===== config.mk =====
export PLATFORM = sky130hd
export DESIGN_NAME = idmac_regs
export DESIGN_NICKNAME = d
export VERILOG_FILES = /design/src/rtl/idmac_pkg.sv /design/src/rtl/idmac_chan.sv /design/src/rtl/idmac_regs.sv
export SDC_FILE = /design/constraint.sdc
export NUM_CORES = 1
export LEC_CHECK = 0
export ABC_AREA = 0
export BUFFER_PORTS_ARGS = -buffer_cell sky130_fd_sc_hd__buf_2
export CORE_MARGIN = 2
export CORE_UTILIZATION = 54
export CTS_CLUSTER_DIAMETER = 150
export CTS_CLUSTER_SIZE = 12
export DETAILED_ROUTE_END_ITERATION = 6
export GPL_TIMING_DRIVEN = 0
export PLACE_DENSITY_LB_ADDON = 0.05
export REMOVE_ABC_BUFFERS = 1
export SYNTH_ARGS = -nofsm -noshare
export SYNTH_HDL_FRONTEND = slang
export SYNTH_SLANG_ARGS = --single-unit

===== constraint.sdc =====
create_clock -name ref_clk -period 3.39 [get_ports ref_clk]
set_clock_uncertainty 0.15 [all_clocks]
set_input_delay 0.678 -clock ref_clk [delete_from_list [all_inputs] [get_ports ref_clk]]
set_output_delay 0.678 -clock ref_clk [all_outputs]
set_load 0.03 [all_outputs]

===== src/rtl/idmac_pkg.sv =====
// Package for the DMA channel programming register block.
// Assumes an 8-bit I/O window with a 4-bit register offset.
package idmac_pkg;

  // I/O offsets within the window.
  localparam logic [3:0] OFS_SW_REQ      = 4'h9;
  localparam logic [3:0] OFS_SINGLE_MASK = 4'ha;
  localparam logic [3:0] OFS_MODE        = 4'hb;
  localparam logic [3:0] OFS_BP_CLEAR    = 4'hc;
  localparam logic [3:0] OFS_TEMP_MCLR   = 4'hd;
  localparam logic [3:0] OFS_UNMASK_ALL  = 4'he;
  localparam logic [3:0] OFS_MULTI_MASK  = 4'hf;

  // Field positions shared by request, single mask and mode writes.
  localparam int SEL_LSB     = 0;
  localparam int SET_OR_CLEAR_BIT = 2;
  localparam int TTYPE_LSB   = 2;
  localparam int AUTOINIT_BIT = 4;
  localparam int DIR_BIT     = 5;
  localparam int MODE_LSB    = 6;

  // Reset values.
  localparam logic [3:0] MASK_RST  = 4'hf;
  localparam logic [3:0] REQ_RST   = 4'h0;
  localparam logic [7:0] TEMP_RST  = 8'h00;

  typedef enum logic [1:0] {
    IDMAC_DEMAND  = 2'h0,
    IDMAC_SINGLE  = 2'h1,
    IDMAC_BLOCK   = 2'h2,
    IDMAC_CASCADE = 2'h3
  } idmac_xfer_mode_t;

  typedef enum logic [1:0] {
    IDMAC_VERIFY  = 2'h0,
    IDMAC_WRITE   = 2'h1,
    IDMAC_READ    = 2'h2,
    IDMAC_ILLEGAL = 2'h3
  } idmac_ttype_t;

  // Per-channel mode as stored.
  typedef struct packed {
    idmac_xfer_mode_t mode;
    logic             address_direction;
    logic             auto_init;
    idmac_ttype_t     transfer_type_field;
  } idmac_chan_mode_t;

  localparam idmac_chan_mode_t MODE_RST = '{IDMAC_DEMAND, 1'b0, 1'b0, IDMAC_VERIFY};

  // Register access strobe group from the I/O window.
  typedef struct packed {
    logic       wr;
    logic       rd;
    logic [3:0] addr;
    logic [7:0] wdata;
  } idmac_io_t;

endpackage : idmac_pkg


===== src/rtl/idmac_chan.sv =====
// One channel's programmable state: request, mask and mode.
// Assumes decoded, one-cycle write strobes from the register block.
`timescale 1ns/100ps
`default_nettype none
module idmac_chan
  import idmac_pkg::*;
(
  input  wire logic             ref_clk,
  input  wire logic             clr,
  input  wire logic             req_wr,
  input  wire logic             smask_wr,
  input  wire logic             mode_wr,
  input  wire logic             unmask_all,
  input  wire logic             mmask_wr,
  input  wire logic             mmask_bit,
  input  wire logic             set_or_clear_bit,
  input  wire logic             mem_copy,
  input  wire logic [7:0]       wdata,
  output logic                  req_ff,
  output logic                  mask_ff,
  output idmac_chan_mode_t      mode_ff
);

  logic             nxt_req;
  logic             nxt_mask;
  idmac_chan_mode_t nxt_mode;
  idmac_chan_mode_t wr_mode;

  // Transfer type is a don't care under cascade or memory copy, so keep old value.
  assign wr_mode.mode                = idmac_xfer_mode_t'(wdata[MODE_LSB +: 2]);
  assign wr_mode.address_direction   = wdata[DIR_BIT];
  assign wr_mode.auto_init           = wdata[AUTOINIT_BIT];
  assign wr_mode.transfer_type_field =
    ((wdata[MODE_LSB +: 2] == IDMAC_CASCADE) || mem_copy) ?
    mode_ff.transfer_type_field : idmac_ttype_t'(wdata[TTYPE_LSB +: 2]);

  // Software request set or clear.
  assign nxt_req  = req_wr ? set_or_clear_bit : req_ff;
  // Unmask-all beats the others; the writes are to distinct offsets anyway.
  assign nxt_mask = unmask_all ? 1'b0 :
                    mmask_wr   ? mmask_bit :
                    smask_wr   ? set_or_clear_bit : mask_ff;
  assign nxt_mode = mode_wr ? wr_mode : mode_ff;

  // State registers; clr covers both hardware and master clear.
  always_ff @(posedge ref_clk) begin
    if (clr) begin
      req_ff  <= REQ_RST[0];
      mask_ff <= MASK_RST[0];
      mode_ff <= MODE_RST;
    end else begin
      req_ff  <= nxt_req;
      mask_ff <= nxt_mask;
      mode_ff <= nxt_mode;
    end
  end

endmodule : idmac_chan
`default_nettype wire


===== src/rtl/idmac_regs.sv =====
// Register block for DMA channel programming: request, mask, mode, byte pointer,
// temporary byte and master clear. Assumes a same-clock I/O window that gives
// one-cycle rd/wr strobes; memory-copy bytes arrive from the transfer engine.
`timescale 1ns/100ps
`default_nettype none
module idmac_regs
  import idmac_pkg::*;
(
  input  wire logic             ref_clk,
  input  wire logic             rst,
  input  wire idmac_io_t        io,
  input  wire logic             memory_copy_enable,
  input  wire logic             addr_cnt_access,
  input  wire logic             copy_byte_vld,
  input  wire logic [7:0]       copy_byte,
  output logic [7:0]            rdata_ff,
  output logic                  rvalid_ff,
  output logic                  byte_pointer_flipflop,
  output logic [3:0]            dreq_sw_ff,
  output logic [3:0]            chan_mask_ff,
  output idmac_chan_mode_t      chan_mode_ff [4],
  output logic                  software_master_reset_ff
);

  // Decoded one-cycle strobes, one per register.
  logic       wr_req;
  logic       wr_smask;
  logic       wr_mode;
  logic       wr_bpclr;
  logic       wr_mclr;
  logic       wr_unmask;
  logic       wr_mmask;
  logic       rd_temp;
  // Channel select, shared clear and the local state.
  logic [3:0] sel_dec;
  logic       clr;
  logic       bp_ff;
  logic       nxt_bp;
  logic [7:0] temp_ff;
  logic [7:0] nxt_temp;
  logic [7:0] nxt_rdata;

  // Offset decode of write and read strobes.
  assign wr_req    = io.wr && (io.addr == OFS_SW_REQ);
  assign wr_smask  = io.wr && (io.addr == OFS_SINGLE_MASK);
  assign wr_mode   = io.wr && (io.addr == OFS_MODE);
  assign wr_bpclr  = io.wr && (io.addr == OFS_BP_CLEAR);
  assign wr_mclr   = io.wr && (io.addr == OFS_TEMP_MCLR);
  assign wr_unmask = io.wr && (io.addr == OFS_UNMASK_ALL);
  assign wr_mmask  = io.wr && (io.addr == OFS_MULTI_MASK);
  assign rd_temp   = io.rd && (io.addr == OFS_TEMP_MCLR);

  // Binary channel selector, one-hot per channel.
  assign sel_dec = 4'h1 << io.wdata[SEL_LSB +: 2];

  // Master clear resets the channels, pointer and temporary byte the next edge, as hardware reset does.
  assign clr = rst || wr_mclr;

  // Four identical channel slices.
  genvar g;
  generate
    for (g = 0; g < 4; g++) begin : g_ch
      idmac_chan u_chan (
        .ref_clk          (ref_clk),
        .clr              (clr),
        .req_wr           (wr_req && sel_dec[g]),
        .smask_wr         (wr_smask && sel_dec[g]),
        .mode_wr          (wr_mode && sel_dec[g]),
        .unmask_all       (wr_unmask),
        .mmask_wr         (wr_mmask),
        .mmask_bit        (io.wdata[g]),
        .set_or_clear_bit (io.wdata[SET_OR_CLEAR_BIT]),
        .mem_copy         (memory_copy_enable),
        .wdata            (io.wdata),
        .req_ff           (dreq_sw_ff[g]),
        .mask_ff          (chan_mask_ff[g]),
        .mode_ff          (chan_mode_ff[g])
      );
    end
  endgenerate

  // Pointer toggles per address/count access; a clear write wins. Software is
  // expected to clear it first so the low byte comes first.
  assign nxt_bp   = wr_bpclr ? 1'b0 : (addr_cnt_access ? ~bp_ff : bp_ff);
  assign nxt_temp = copy_byte_vld ? copy_byte : temp_ff;
  assign nxt_rdata = rd_temp ? temp_ff : 8'h00;
  assign byte_pointer_flipflop = bp_ff;

  // Pointer and temporary byte.
  always_ff @(posedge ref_clk) begin
    if (clr) begin
      bp_ff   <= 1'b0;
      temp_ff <= TEMP_RST;
    end else begin
      bp_ff   <= nxt_bp;
      temp_ff <= nxt_temp;
    end
  end

  // Read data and the one-cycle reset pulse to the rest of the controller.
  always_ff @(posedge ref_clk) begin
    if (rst) begin
      rdata_ff                 <= 8'h00;
      rvalid_ff                <= 1'b0;
      software_master_reset_ff <= 1'b0;
    end else begin
      rdata_ff                 <= nxt_rdata;
      rvalid_ff                <= io.rd;
      software_master_reset_ff <= wr_mclr;
    end
  end

  // Checks beside the logic. Field positions come from the package so the
  // checks follow the register layout instead of restating it.
  a_req_set_path: assert property (@(posedge ref_clk) disable iff (rst)
    (wr_req && !wr_mclr) |=> dreq_sw_ff[$past(io.wdata[SEL_LSB +: 2])] == $past(io.wdata[SET_OR_CLEAR_BIT]))
    else $error("software request not applied");
  a_sel_decode: assert property (@(posedge ref_clk) disable iff (rst)
    wr_smask |-> $onehot(sel_dec) && sel_dec[io.wdata[SEL_LSB +: 2]])
    else $error("selector decode not one-hot");
  a_single_mask: assert property (@(posedge ref_clk) disable iff (rst)
    wr_smask |=> chan_mask_ff[$past(io.wdata[SEL_LSB +: 2])] == $past(io.wdata[SET_OR_CLEAR_BIT]))
    else $error("single mask not applied");
  a_mode_store: assert property (@(posedge ref_clk) disable iff (rst)
    wr_mode |=> chan_mode_ff[$past(io.wdata[SEL_LSB +: 2])].mode == $past(io.wdata[MODE_LSB +: 2]))
    else $error("mode field not stored");
  a_dir_store: assert property (@(posedge ref_clk) disable iff (rst)
    wr_mode |=> chan_mode_ff[$past(io.wdata[SEL_LSB +: 2])].address_direction == $past(io.wdata[DIR_BIT]))
    else $error("direction not stored");
  a_type_ignored: assert property (@(posedge ref_clk) disable iff (rst)
    (wr_mode && memory_copy_enable) |=> chan_mode_ff[$past(io.wdata[SEL_LSB +: 2])].transfer_type_field ==
      $past(chan_mode_ff[io.wdata[SEL_LSB +: 2]].transfer_type_field))
    else $error("type changed under memory copy");

  // Byte pointer: clear, toggle and hold.
  a_bp_clear: assert property (@(posedge ref_clk) disable iff (rst)
    wr_bpclr |=> !byte_pointer_flipflop)
    else $error("byte pointer not cleared");
  a_bp_toggle: assert property (@(posedge ref_clk) disable iff (rst)
    (addr_cnt_access && !wr_bpclr && !wr_mclr) |=> byte_pointer_flipflop != $past(byte_pointer_flipflop))
    else $error("byte pointer did not toggle");
  a_bp_hold: assert property (@(posedge ref_clk) disable iff (rst)
    (!addr_cnt_access && !wr_bpclr && !wr_mclr) |=> $stable(byte_pointer_flipflop))
    else $error("byte pointer moved without access");

  // Temporary byte capture and the read path.
  a_temp_capture: assert property (@(posedge ref_clk) disable iff (rst)
    (copy_byte_vld && !wr_mclr) |=> temp_ff == $past(copy_byte))
    else $error("copied byte not captured");
  a_temp_hold: assert property (@(posedge ref_clk) disable iff (rst)
    (!copy_byte_vld && !wr_mclr) |=> $stable(temp_ff))
    else $error("temporary byte changed");
  a_temp_read: assert property (@(posedge ref_clk) disable iff (rst)
    rd_temp |=> rvalid_ff && (rdata_ff == $past(temp_ff)))
    else $error("temporary byte wrong");
  a_unmapped_read: assert property (@(posedge ref_clk) disable iff (rst)
    (io.rd && !rd_temp) |=> rdata_ff == 8'h00)
    else $error("other offset read not zero");
  a_rvalid_pulse: assert property (@(posedge ref_clk) disable iff (rst)
    io.rd |=> rvalid_ff)
    else $error("read valid missing");

  // Master clear behaves as a reset and raises its pulse for one cycle.
  a_master_clr: assert property (@(posedge ref_clk) disable iff (rst)
    wr_mclr |=> (chan_mask_ff == MASK_RST) && (dreq_sw_ff == REQ_RST) && !byte_pointer_flipflop &&
      (temp_ff == TEMP_RST))
    else $error("master clear incomplete");
  a_reset_pulse: assert property (@(posedge ref_clk) disable iff (rst)
    wr_mclr |=> software_master_reset_ff)
    else $error("reset pulse missing");
  a_no_pulse: assert property (@(posedge ref_clk) disable iff (rst)
    !wr_mclr |=> !software_master_reset_ff)
    else $error("reset pulse without clear");

  // Whole-mask writes.
  a_unmask_all: assert property (@(posedge ref_clk) disable iff (rst)
    wr_unmask |=> chan_mask_ff == 4'h0)
    else $error("masks not all cleared");
  a_multi_mask: assert property (@(posedge ref_clk) disable iff (rst)
    wr_mmask |=> chan_mask_ff == $past(io.wdata[3:0]))
    else $error("multi mask not loaded");

  // Checked per channel so that no sampled-value call needs an index that is
  // itself a sampled value, which some tools refuse.
  generate
    for (g = 0; g < 4; g++) begin : g_mode_chk
      a_type_stored: assert property (@(posedge ref_clk) disable iff (rst)
        (wr_mode && sel_dec[g] && !memory_copy_enable && (io.wdata[MODE_LSB +: 2] != IDMAC_CASCADE)) |=>
          chan_mode_ff[g].transfer_type_field == $past(io.wdata[TTYPE_LSB +: 2]))
        else $error("transfer type not stored");
      a_type_cascade: assert property (@(posedge ref_clk) disable iff (rst)
        (wr_mode && sel_dec[g] && (io.wdata[MODE_LSB +: 2] == IDMAC_CASCADE)) |=>
          $stable(chan_mode_ff[g].transfer_type_field))
        else $error("type changed under cascade");
      a_auto_init: assert property (@(posedge ref_clk) disable iff (rst)
        (wr_mode && sel_dec[g]) |=> chan_mode_ff[g].auto_init == $past(io.wdata[AUTOINIT_BIT]))
        else $error("auto-initialisation not stored");
      a_other_chan: assert property (@(posedge ref_clk) disable iff (rst)
        (wr_mode && !sel_dec[g]) |=> $stable(chan_mode_ff[g]))
        else $error("unselected mode changed");
      a_mask_kept: assert property (@(posedge ref_clk) disable iff (rst)
        (wr_smask && !sel_dec[g]) |=> $stable(chan_mask_ff[g]))
        else $error("unselected mask changed");
      a_req_kept: assert property (@(posedge ref_clk) disable iff (rst)
        (wr_req && !sel_dec[g]) |=> $stable(dreq_sw_ff[g]))
        else $error("unselected request changed");
      a_mclr_mode: assert property (@(posedge ref_clk) disable iff (rst)
        wr_mclr |=> chan_mode_ff[g] == MODE_RST)
        else $error("mode not cleared");
    end
  endgenerate

endmodule : idmac_regs
`default_nettype wire


==> impl_metrics.yaml, run 1 <==
route:
  dr.pass1.iters: 4
  via_per_inst: 5.67
  drtIter0Drc: 147
  routed_wire_length_per_instance_um: 14.1
  post-route-drc-count: 0
  ant_nets: 0
  num_vias: 1966
  wl_um: 4890
sta:
  timing.final.ws_setup_ps: 1330
  rsz0062_at_grt: "false"
  maxSlewViolCount: 0
  fmax_mhz: 486
  hold_violations: 0
  finalSetupViolCount: 0
  period_minus_slack_ps: 2060
  fin_tns_setup_ps: 0
  final.period_utilization_pct: 60.7
  slew_headroom_pct: 54.9
  worst_pin_slew_ps: 675
synthesis:
  ys.flop_type: "dfxtp_1"
  synth-edff-count: 0
  yosysWarnings: 0
  synth_cells: 246
  yosysSeqAreaShare_pct: 45.0
  async_reset_ff_share_pct: 0
  synthesis.area_um2: 2270
  synth_area_per_cell_um2: 9.22
  yosys.cell_types.count: 33
  ys_ff_latch: 51
finish:
  area_delta_synth_final_pct: 15.5
  multi_input_area_um2: 1090
  layout_common_cells: "buf_2, dfxtp_1, o21ai_0, nand3_1, a21oi_1"
  regArea_um2: 1020
  nets: 323
  antennaDiodeCount: 0
  fill_cells: 359
  drive_gt1_share_pct: 28.3
  layout_commonest_cell: "buf_2"
floorplanning:
  rows: 23
  ios: 70
  die_y_um: 68.8
  die_x_um: 68.8
  coreArea_um2: 4030
  die_area_um2: 4730
  start_util_pct: 56.3
clock_tree:
  cts_buffers: 5
  clkTransAtPathRegs_ps: 90
  cts_sinks: 51
  cts_tree: "done"
  insertion_delay_ps: 300
  cts_hold_buf: 0
  clock_path_buffers: 2
  cts_resized: 0
  cts_max_level: 2
  root_buffer: "clkbuf_8"
  cts_setup_buffers: 0
worst_setup_path:
  crit_required_ps: 3410
  max_stage_delay_ps: 650
  end_kind: "flip-flop"
  rr_startpoint: "g_ch[2].u_chan.mode_ff[1]"
  cp_cell_sequence: "buf_2 -> nand4b_2 -> o21bai_4 -> nor2_1"
  critPathKind: "input pin to flip-flop"
  crit_path_start_kind: "input pin"
  critical_path.max_fanout: 28
  cp.arrival_ps: 2080
  slowest_stage: "o21bai_4"
  crit_start: "io[9]"
power:
  leakage_uw: 0.00114
  power_frac_clock_pct: 33.1
  vdd_drop_max_v: 0.000234
  p_comb_share_pct: 10.3
  finalPower_uw: 1080
  p_seq_share_pct: 56.6
  p_int_uw: 795
  power_switching_uw: 289
  cellPowerDensity_nw_per_um2: 414
  switching_share_pct: 26.6
placed_design:
  place_ws_ps: 1020
  gp_congestion: 0.751
  port_buffers: 69
  hpwl_um: 3330
worst_hold_path:
  worstHoldStart: "temp_ff[3]"
  hold_class: "flip-flop to flip-flop"
grt:
  antenna_found_initial: 0
  grtUsageTotal_pct: 21.5
  grt_max_degree: 29
  first_global_vias: 1790
  grt-ovfl-total: 0
  grt_pass1_wl_um: 7740
status:
  status: "completed"
job:
  maxCapViolations: 0
==> layer usage <==
layer,part of all wire [%],vias up,wire [um],GRT usage (%)
met5,0,-,0,0
met4,1.0,0,49,9.31
met3,5.8,4,283,3.41
met2,46,65,2270,35.1
met1,47,914,2290,28.1
li1,-,983,-,-
==> registers in the layout, indices dropped and copies added, names as in the netlist <==
name and cells:
temp_ff 8, rdata_ff 8, software_master_reset_ff 1, g_ch.u_chan.mask_ff 4, g_ch.u_chan.req_ff 4, rvalid_ff 1
byte_pointer_flipflop 1, g_ch.u_chan.mode_ff 24
==> worst max-delay path: cells and delay by family <==
| family | cells | cell delay [ps] |
|---|---|---|
| compound gates | 1 | 650 |
| simple gates | 2 | 540 |
| buf+inv | 1 | 190 |
==> area by class of cell <==
type	count	area share, %
flip-flops and latches	51	39.0
well taps	50	2.39
clock buffers	5	2.63
repair buffers	69	13.2
multi-input cells	168	41.7
clock inverters	3	0.908
inverters	1	0.143
==> power groups by stage <==
| stage | logic (uW) | registers (uW) | clock network [uW] |
|---|---|---|---|
| after floorplan | 46.9 | 638 | 0 |
| after global placement | 110 | 628 | 0 |
| after detailed placement | 110 | 628 | 0 |
| after CTS | 111 | 614 | 367 |
| after global routing | 122 | 615 | 384 |
| final | 112 | 614 | 358 |
==> cells by family (layout without fill, tap and decap cells) <==
logic type | Yosys count | in the layout | synth area share, %
AOI/OAI and AO/OA | 56 | 56 | 14.2
xor gates and xnor gates | 1 | 1 | 0.386
DFF | 51 | 51 | 45.0
and+or+nand+nor | 95 | 95 | 26.5
buffers and inverters | 27 | 78 | 6.79
muxes | 16 | 16 | 7.06
==> synth_stat cells (all sizes together), types with 4 or more instances <==
master / instances / area [um^2]
buf: 21 / 131
nor2b: 15 / 93.8
nand4b: 4 / 47.6
nand4: 17 / 106
nor2: 10 / 37.5
clkbuf: 5 / 18.8
mux2i: 16 / 160
o311ai: 4 / 35.0
dfxtp: 51 / 1020
nand3: 20 / 100
nand2: 4 / 15.0
o31ai: 4 / 30.0
and2: 9 / 56.3
a21oi: 20 / 100
o21ai: 26 / 130
==> worst paths after layout <==
check,endpoint,cells after the start,slack [ps]
hold / removal,rdata_ff[3],1,310
hold reg to reg,rdata_ff[3],1,310
setup / recovery,temp_ff[2],4,1330
setup reg to reg,g_ch[2].u_chan.mode_ff[1],3,2470
==> metrics by stage <==
step,utilization [%],hold WS [ps],cells,cell area (um^2)
after detailed placement,62.7,293,339,2520
after global placement,62.7,282,339,2520
after CTS,65.0,317,347,2620
after floorplan,-,279,220,2120
after global routing,65.0,335,347,2620
final,65.0,311,347,2620
Power figures use the tool's default switching activity.
==> run 2, diff against run 1 <==
Settings changed: CORE_UTILIZATION 54 to 46.
Clock period 3.39 ns to 1.7 ns, I/O delays scaled along.
==> impl_metrics.yaml, run 2 (synthesized netlist as in run 1, its figures left out) <==
grt:
  grt-ovfl-total: 0
  grtUsageMet3_pct: 4.07
  grt_use_met2_pct: 32.4
  first_global_vias: 1834
  grt_pass1_wl_um: 8830
  antenna_found_initial: 0
  grt_max_degree: 21
  grtUsageTotal_pct: 20.7
  grt_busiest_layer: "met2"
  grtUsageMet1_pct: 29.2
floorplanning:
  die_area_um2: 5510
  start_util_pct: 48.0
  coreArea_um2: 4720
  die_y_um: 74.2
  ios: 70
  rows: 25
  die_x_um: 74.2
power:
  p_int_uw: 1640
  switching_share_pct: 25.4
  power_frac_clock_pct: 32.8
  vdd_drop_max_v: 0.000350
  power_switching_uw: 557
  leakage_uw: 0.00118
  p_seq_share_pct: 55.9
  p_comb_share_pct: 11.4
  cellPowerDensity_nw_per_um2: 805
finish:
  largest_register: "g_ch.u_chan.mode_ff"
  postLayoutCoreUtil_pct: 57.7
  layout_common_cells: "buf_2, dfxtp_1, o21ai_0, nand3_1, a21oi_1"
  final_cells: 369
  largestRegisters: "g_ch.u_chan.mode_ff: 24 flops, rdata_ff: 8 flops, temp_ff: 8 flops"
  largest_reg_flops: 24
  fin_area_um2: 2720
  fill_cells: 433
  nets: 328
  antennaDiodeCount: 0
  drive_gt1_share_pct: 29.1
  area_delta_synth_final_pct: 20.1
  layout_commonest_cell: "buf_2"
job:
  maxCapViolations: 0
route:
  post-route-drc-count: 0
  via_per_inst: 5.49
  num_vias: 2025
  wl_um: 5410
  routed_wire_length_per_instance_um: 14.7
  ant_nets: 0
  dr.pass1.iters: 4
  drtIter0Drc: 184
worst_setup_path:
  critPathKind: "input pin to flip-flop"
  crit_required_ps: 1780
  cp.arrival_ps: 1610
  end_kind: "flip-flop"
  cp_num_buf_inv: 1
  cp_cell_sequence: "buf_2 -> and3b_1 -> nand4_1 -> a21oi_1"
  crit_path_start_kind: "input pin"
  max_stage_delay_ps: 650
  slowest_stage: "and3b_1"
  critical_path.max_fanout: 20
  crit_family: "simple AND/OR/NAND/NOR gates"
placed_design:
  dp.cells: 356
  place_area_um2: 2550
  hpwl_um: 3500
  gp_congestion: 0.788
  port_buffers: 69
clock_tree:
  cts_max_level: 2
  root_buffer: "clkbuf_8"
  cts_sinks: 51
  clkTransAtPathRegs_ps: 90
  cts_hold_buf: 0
  cts_tree: "done"
  cts_buffers: 5
  insertion_delay_ps: 290
  clock_path_buffers: 2
sta:
  final.period_utilization_pct: 89.7
  finalSetupViolCount: 0
  maxSlewViolCount: 0
  period_minus_slack_ps: 1530
  fmax_mhz: 656
  rsz0062_at_grt: "false"
  slew_headroom_pct: 54.1
  holdWs_ps: 127
  worst_pin_slew_ps: 688
  fin_tns_setup_ps: 0
  hold_violations: 0
status:
  status: "completed"
worst_hold_path:
  hold_class: "input pin to flip-flop"
run 2: cell types whose count changed in the layout (fill, tap and decap cells not counted), sizes merged:
cell	change
buf	+3
clkbuf	+2
clkinvlp	-1
inv	-1
nand3b	+1
o21bai	+1
run 2: tightest hold or removal path, delay by kind of cell:
family	cells	cell delay (ps)
buf+inv	1	70
simple gates	1	70
mux	1	50
run 2: area by class of cell:
class,count,area [um^2],area share (%)
multi-input combinational,170,1140,41.8
sequential,51,1020,37.5
tap,67,83.8,3.08
timing repair buffer,72,380,14.0
clock buffer,7,86.3,3.17
inverter,1,3.75,0.138
clock inverter,1,8.76,0.322
run 2: power by group through the flow:
stage	combinational, uW	clock (uW)	sequential [uW]
2_1_floorplan	93.5	0	1270
3_3_place_gp	222	0	1250
3_5_place_dp	222	0	1250
4_1_cts	227	753	1220
5_1_grt	275	794	1230
6_report	249	719	1220
run 2: worst paths after layout:
path	from	end	slack, ps	cells after the start
setup / recovery	io[8]	g_ch[2].u_chan.req_ff	170	4
hold / removal	copy_byte[1]	temp_ff[1]	130	3
setup reg to reg	g_ch[0].u_chan.mode_ff[1]	g_ch[0].u_chan.mode_ff[1]	800	3
hold reg to reg	temp_ff[3]	rdata_ff[3]	310	1
run 2: per-stage QoR:
step	total power (uW)	setup WS, ps
after floorplan	1370	223
after global placement	1470	-356
after detailed placement	1480	-385
after global routing	2300	52.1
final	2190	175
after CTS	2200	-42.3
run 2: per-layer routing:
metal  vias to the layer above  share of wire (%)
li1                       1006                  -
met1                       929                 47
met2                        86                 45
met3                         4                7.3
met4                         0               0.76
met5                         -                  0
run 2: timing repair:
action,in CTS,in global routing
gates resized for setup,0,6
pin swaps,1,3
endpoints found under the setup margin,28,36
buffers inserted,0,3
gates cloned,1,1
==> run 3, diff against run 2 <==
Settings changed: ABC_AREA 0 to 1, CORE_UTILIZATION 46 to 45.
==> impl_metrics.yaml, run 3 <==
route:
  via_per_inst: 4.87
  num_vias: 1927
  drtIter0Drc: 69
  ant_nets: 0
  routed_wire_length_per_instance_um: 11.5
  post-route-drc-count: 0
  wl_um: 4550
  dr.pass1.iters: 5
worst_hold_path:
  hold_class: "input pin to flip-flop"
  min_path_cells: 3
worst_setup_path:
  critPathKind: "input pin to flip-flop"
  critical_path.max_fanout: 24
  crit_required_ps: 1750
  crit_path_start_kind: "input pin"
  cp.arrival_ps: 1630
  end_kind: "flip-flop"
  rr_worst_depth: 4
synthesis:
  async_reset_ff_share_pct: 0
  ys.flop_type: "dfxtp_1"
  yosysWarnings: 0
  synth_cells: 282
  synth_area_leaders: "dfxtp_1, nand2_1, nor2_1"
  synthesis.area_um2: 2120
  ys_top_cells_by_count: "nand2_1, dfxtp_1, nor2_1, nand3_1, a21oi_1"
  synth-edff-count: 0
  synth_top_area_share_pct: 48.1
  ys_ff_latch: 51
  synth_area_per_cell_um2: 7.53
  yosysMostFrequentCell: "nand2_1"
  yosys.cell_types.count: 20
  yosysTopAreaCell: "dfxtp_1"
  yosysSeqAreaShare_pct: 48.1
sta:
  finalSetupViolCount: 0
  hold_violations: 0
  maxSlewViolCount: 0
  fmax_mhz: 632
  final.period_utilization_pct: 93.0
  timing.final.ws_setup_ps: 118
  period_minus_slack_ps: 1580
  rsz0062_at_grt: "false"
  slew_headroom_pct: 45.1
  worst_pin_slew_ps: 823
clock_tree:
  cts_tree: "done"
  cts_buffers: 5
  clock_path_buffers: 2
  cts_max_level: 2
  root_buffer: "clkbuf_8"
  cts_sinks: 51
  clkTransAtPathRegs_ps: 80
  cts_setup_buffers: 0
  insertion_delay_ps: 300
finish:
  fill_cells: 458
  layout_common_cells: "buf_2, nand2_1, dfxtp_1, nor2_1, nand3_1"
  drive_gt1_share_pct: 27.3
  antennaDiodeCount: 0
  area_delta_synth_final_pct: 20.2
  layout_commonest_cell: "buf_2"
  largestRegisters: "g_ch.u_chan.mode_ff: 24 flops, rdata_ff: 8 flops, temp_ff: 8 flops"
  nets: 370
  largest_reg_flops: 24
  largest_register: "g_ch.u_chan.mode_ff"
  postLayoutCoreUtil_pct: 57.4
floorplanning:
  start_util_pct: 47.8
  rows: 24
  die_area_um2: 5280
  die_y_um: 72.7
  die_x_um: 72.7
  coreArea_um2: 4440
  ios: 70
grt:
  grt_max_degree: 29
  grt_pass1_wl_um: 7380
  antenna_found_initial: 0
  grt-ovfl-total: 0
  grtUsageTotal_pct: 18.0
  first_global_vias: 1636
placed_design:
  gp_congestion: 0.926
  place_ws_ps: -327
  port_buffers: 69
  hpwl_um: 3360
power:
  cellPowerDensity_nw_per_um2: 896
  leakage_uw: 0.00117
  vdd_drop_max_v: 0.000646
  finalPower_uw: 2290
job:
  maxCapViolations: 0
status:
  status: "completed"
run 3: per-stage QoR:
stage | instances | hold WS (ps) | setup TNS (ps) | cell area [um^2]
6_report | 396 | 112 | 0 | 2550
5_1_grt | 396 | 136 | 0 | 2550
4_1_cts | 396 | 107 | 0 | 2550
3_5_place_dp | 388 | 275 | -9100 | 2430
3_3_place_gp | 388 | 270 | -9080 | 2430
2_1_floorplan | 267 | 267 | 0 | 2020
run 3: logic make-up (layout without fill, tap and decap cells):
| kind of cell | Yosys count | after routing | synth area share (%) |
|---|---|---|---|
| AND/OR/NAND/NOR | 158 | 158 | 33.9 |
| flip-flops | 51 | 51 | 48.1 |
| AO/OA/AOI/OAI | 35 | 35 | 8.96 |
| buffers and inverters | 38 | 100 | 9.07 |
run 3: timing repair:
item / in CTS / in global routing
endpoints found under the setup margin: 2 / 0
endpoints found under the hold margin: 0 / 0
resized for setup: 1 / 0
hold buffers: 0 / 0
run 3: critical path, cell delays in order:
cell and delay [ps]:
buf_2 140, inv_2 50, nand3_1 110, nor2_2 660
nand4_1 180, nand2_1 110, nor2_1 40
run 3: area by class of cell:
| class | count | area, um^2 | area share (%) |
|---|---|---|---|
| clock buffer | 6 | 82.6 | 3.24 |
| clock inverter | 2 | 35.0 | 1.37 |
| sequential | 51 | 1020 | 40.0 |
| timing repair buffer | 69 | 345 | 13.5 |
| multi-input combinational | 193 | 917 | 35.9 |
| inverter | 23 | 86.3 | 3.38 |
| tap | 52 | 65.1 | 2.55 |
run 3: routing by layer:
metal | track usage [%] | wire length, um | part of all wire (%) | vias to the layer above
met5 | 0 | 0 | 0 | -
met4 | 5.56 | 53 | 1.2 | 0
met3 | 6.35 | 330 | 7.3 | 5
met2 | 27.9 | 2050 | 45 | 65
met1 | 23.5 | 2110 | 46 | 824
li1 | - | - | - | 1033
run 3: worst paths after layout:
check | end | slack [ps] | from
setup / recovery | g_ch[2].u_chan.mode_ff[1] | 120 | io[10]
hold / removal | rvalid_ff | 110 | io[12]
setup reg to reg | temp_ff[7] | 850 | temp_ff[7]
hold reg to reg | rdata_ff[4] | 290 | temp_ff[4]
run 3: report_power, final:
part	total, uW	internal (uW)	switching [uW]
clock	854	476	378
combinational	210	62.3	148
sequential	1220	1210	7.02
total	2290	1750	533
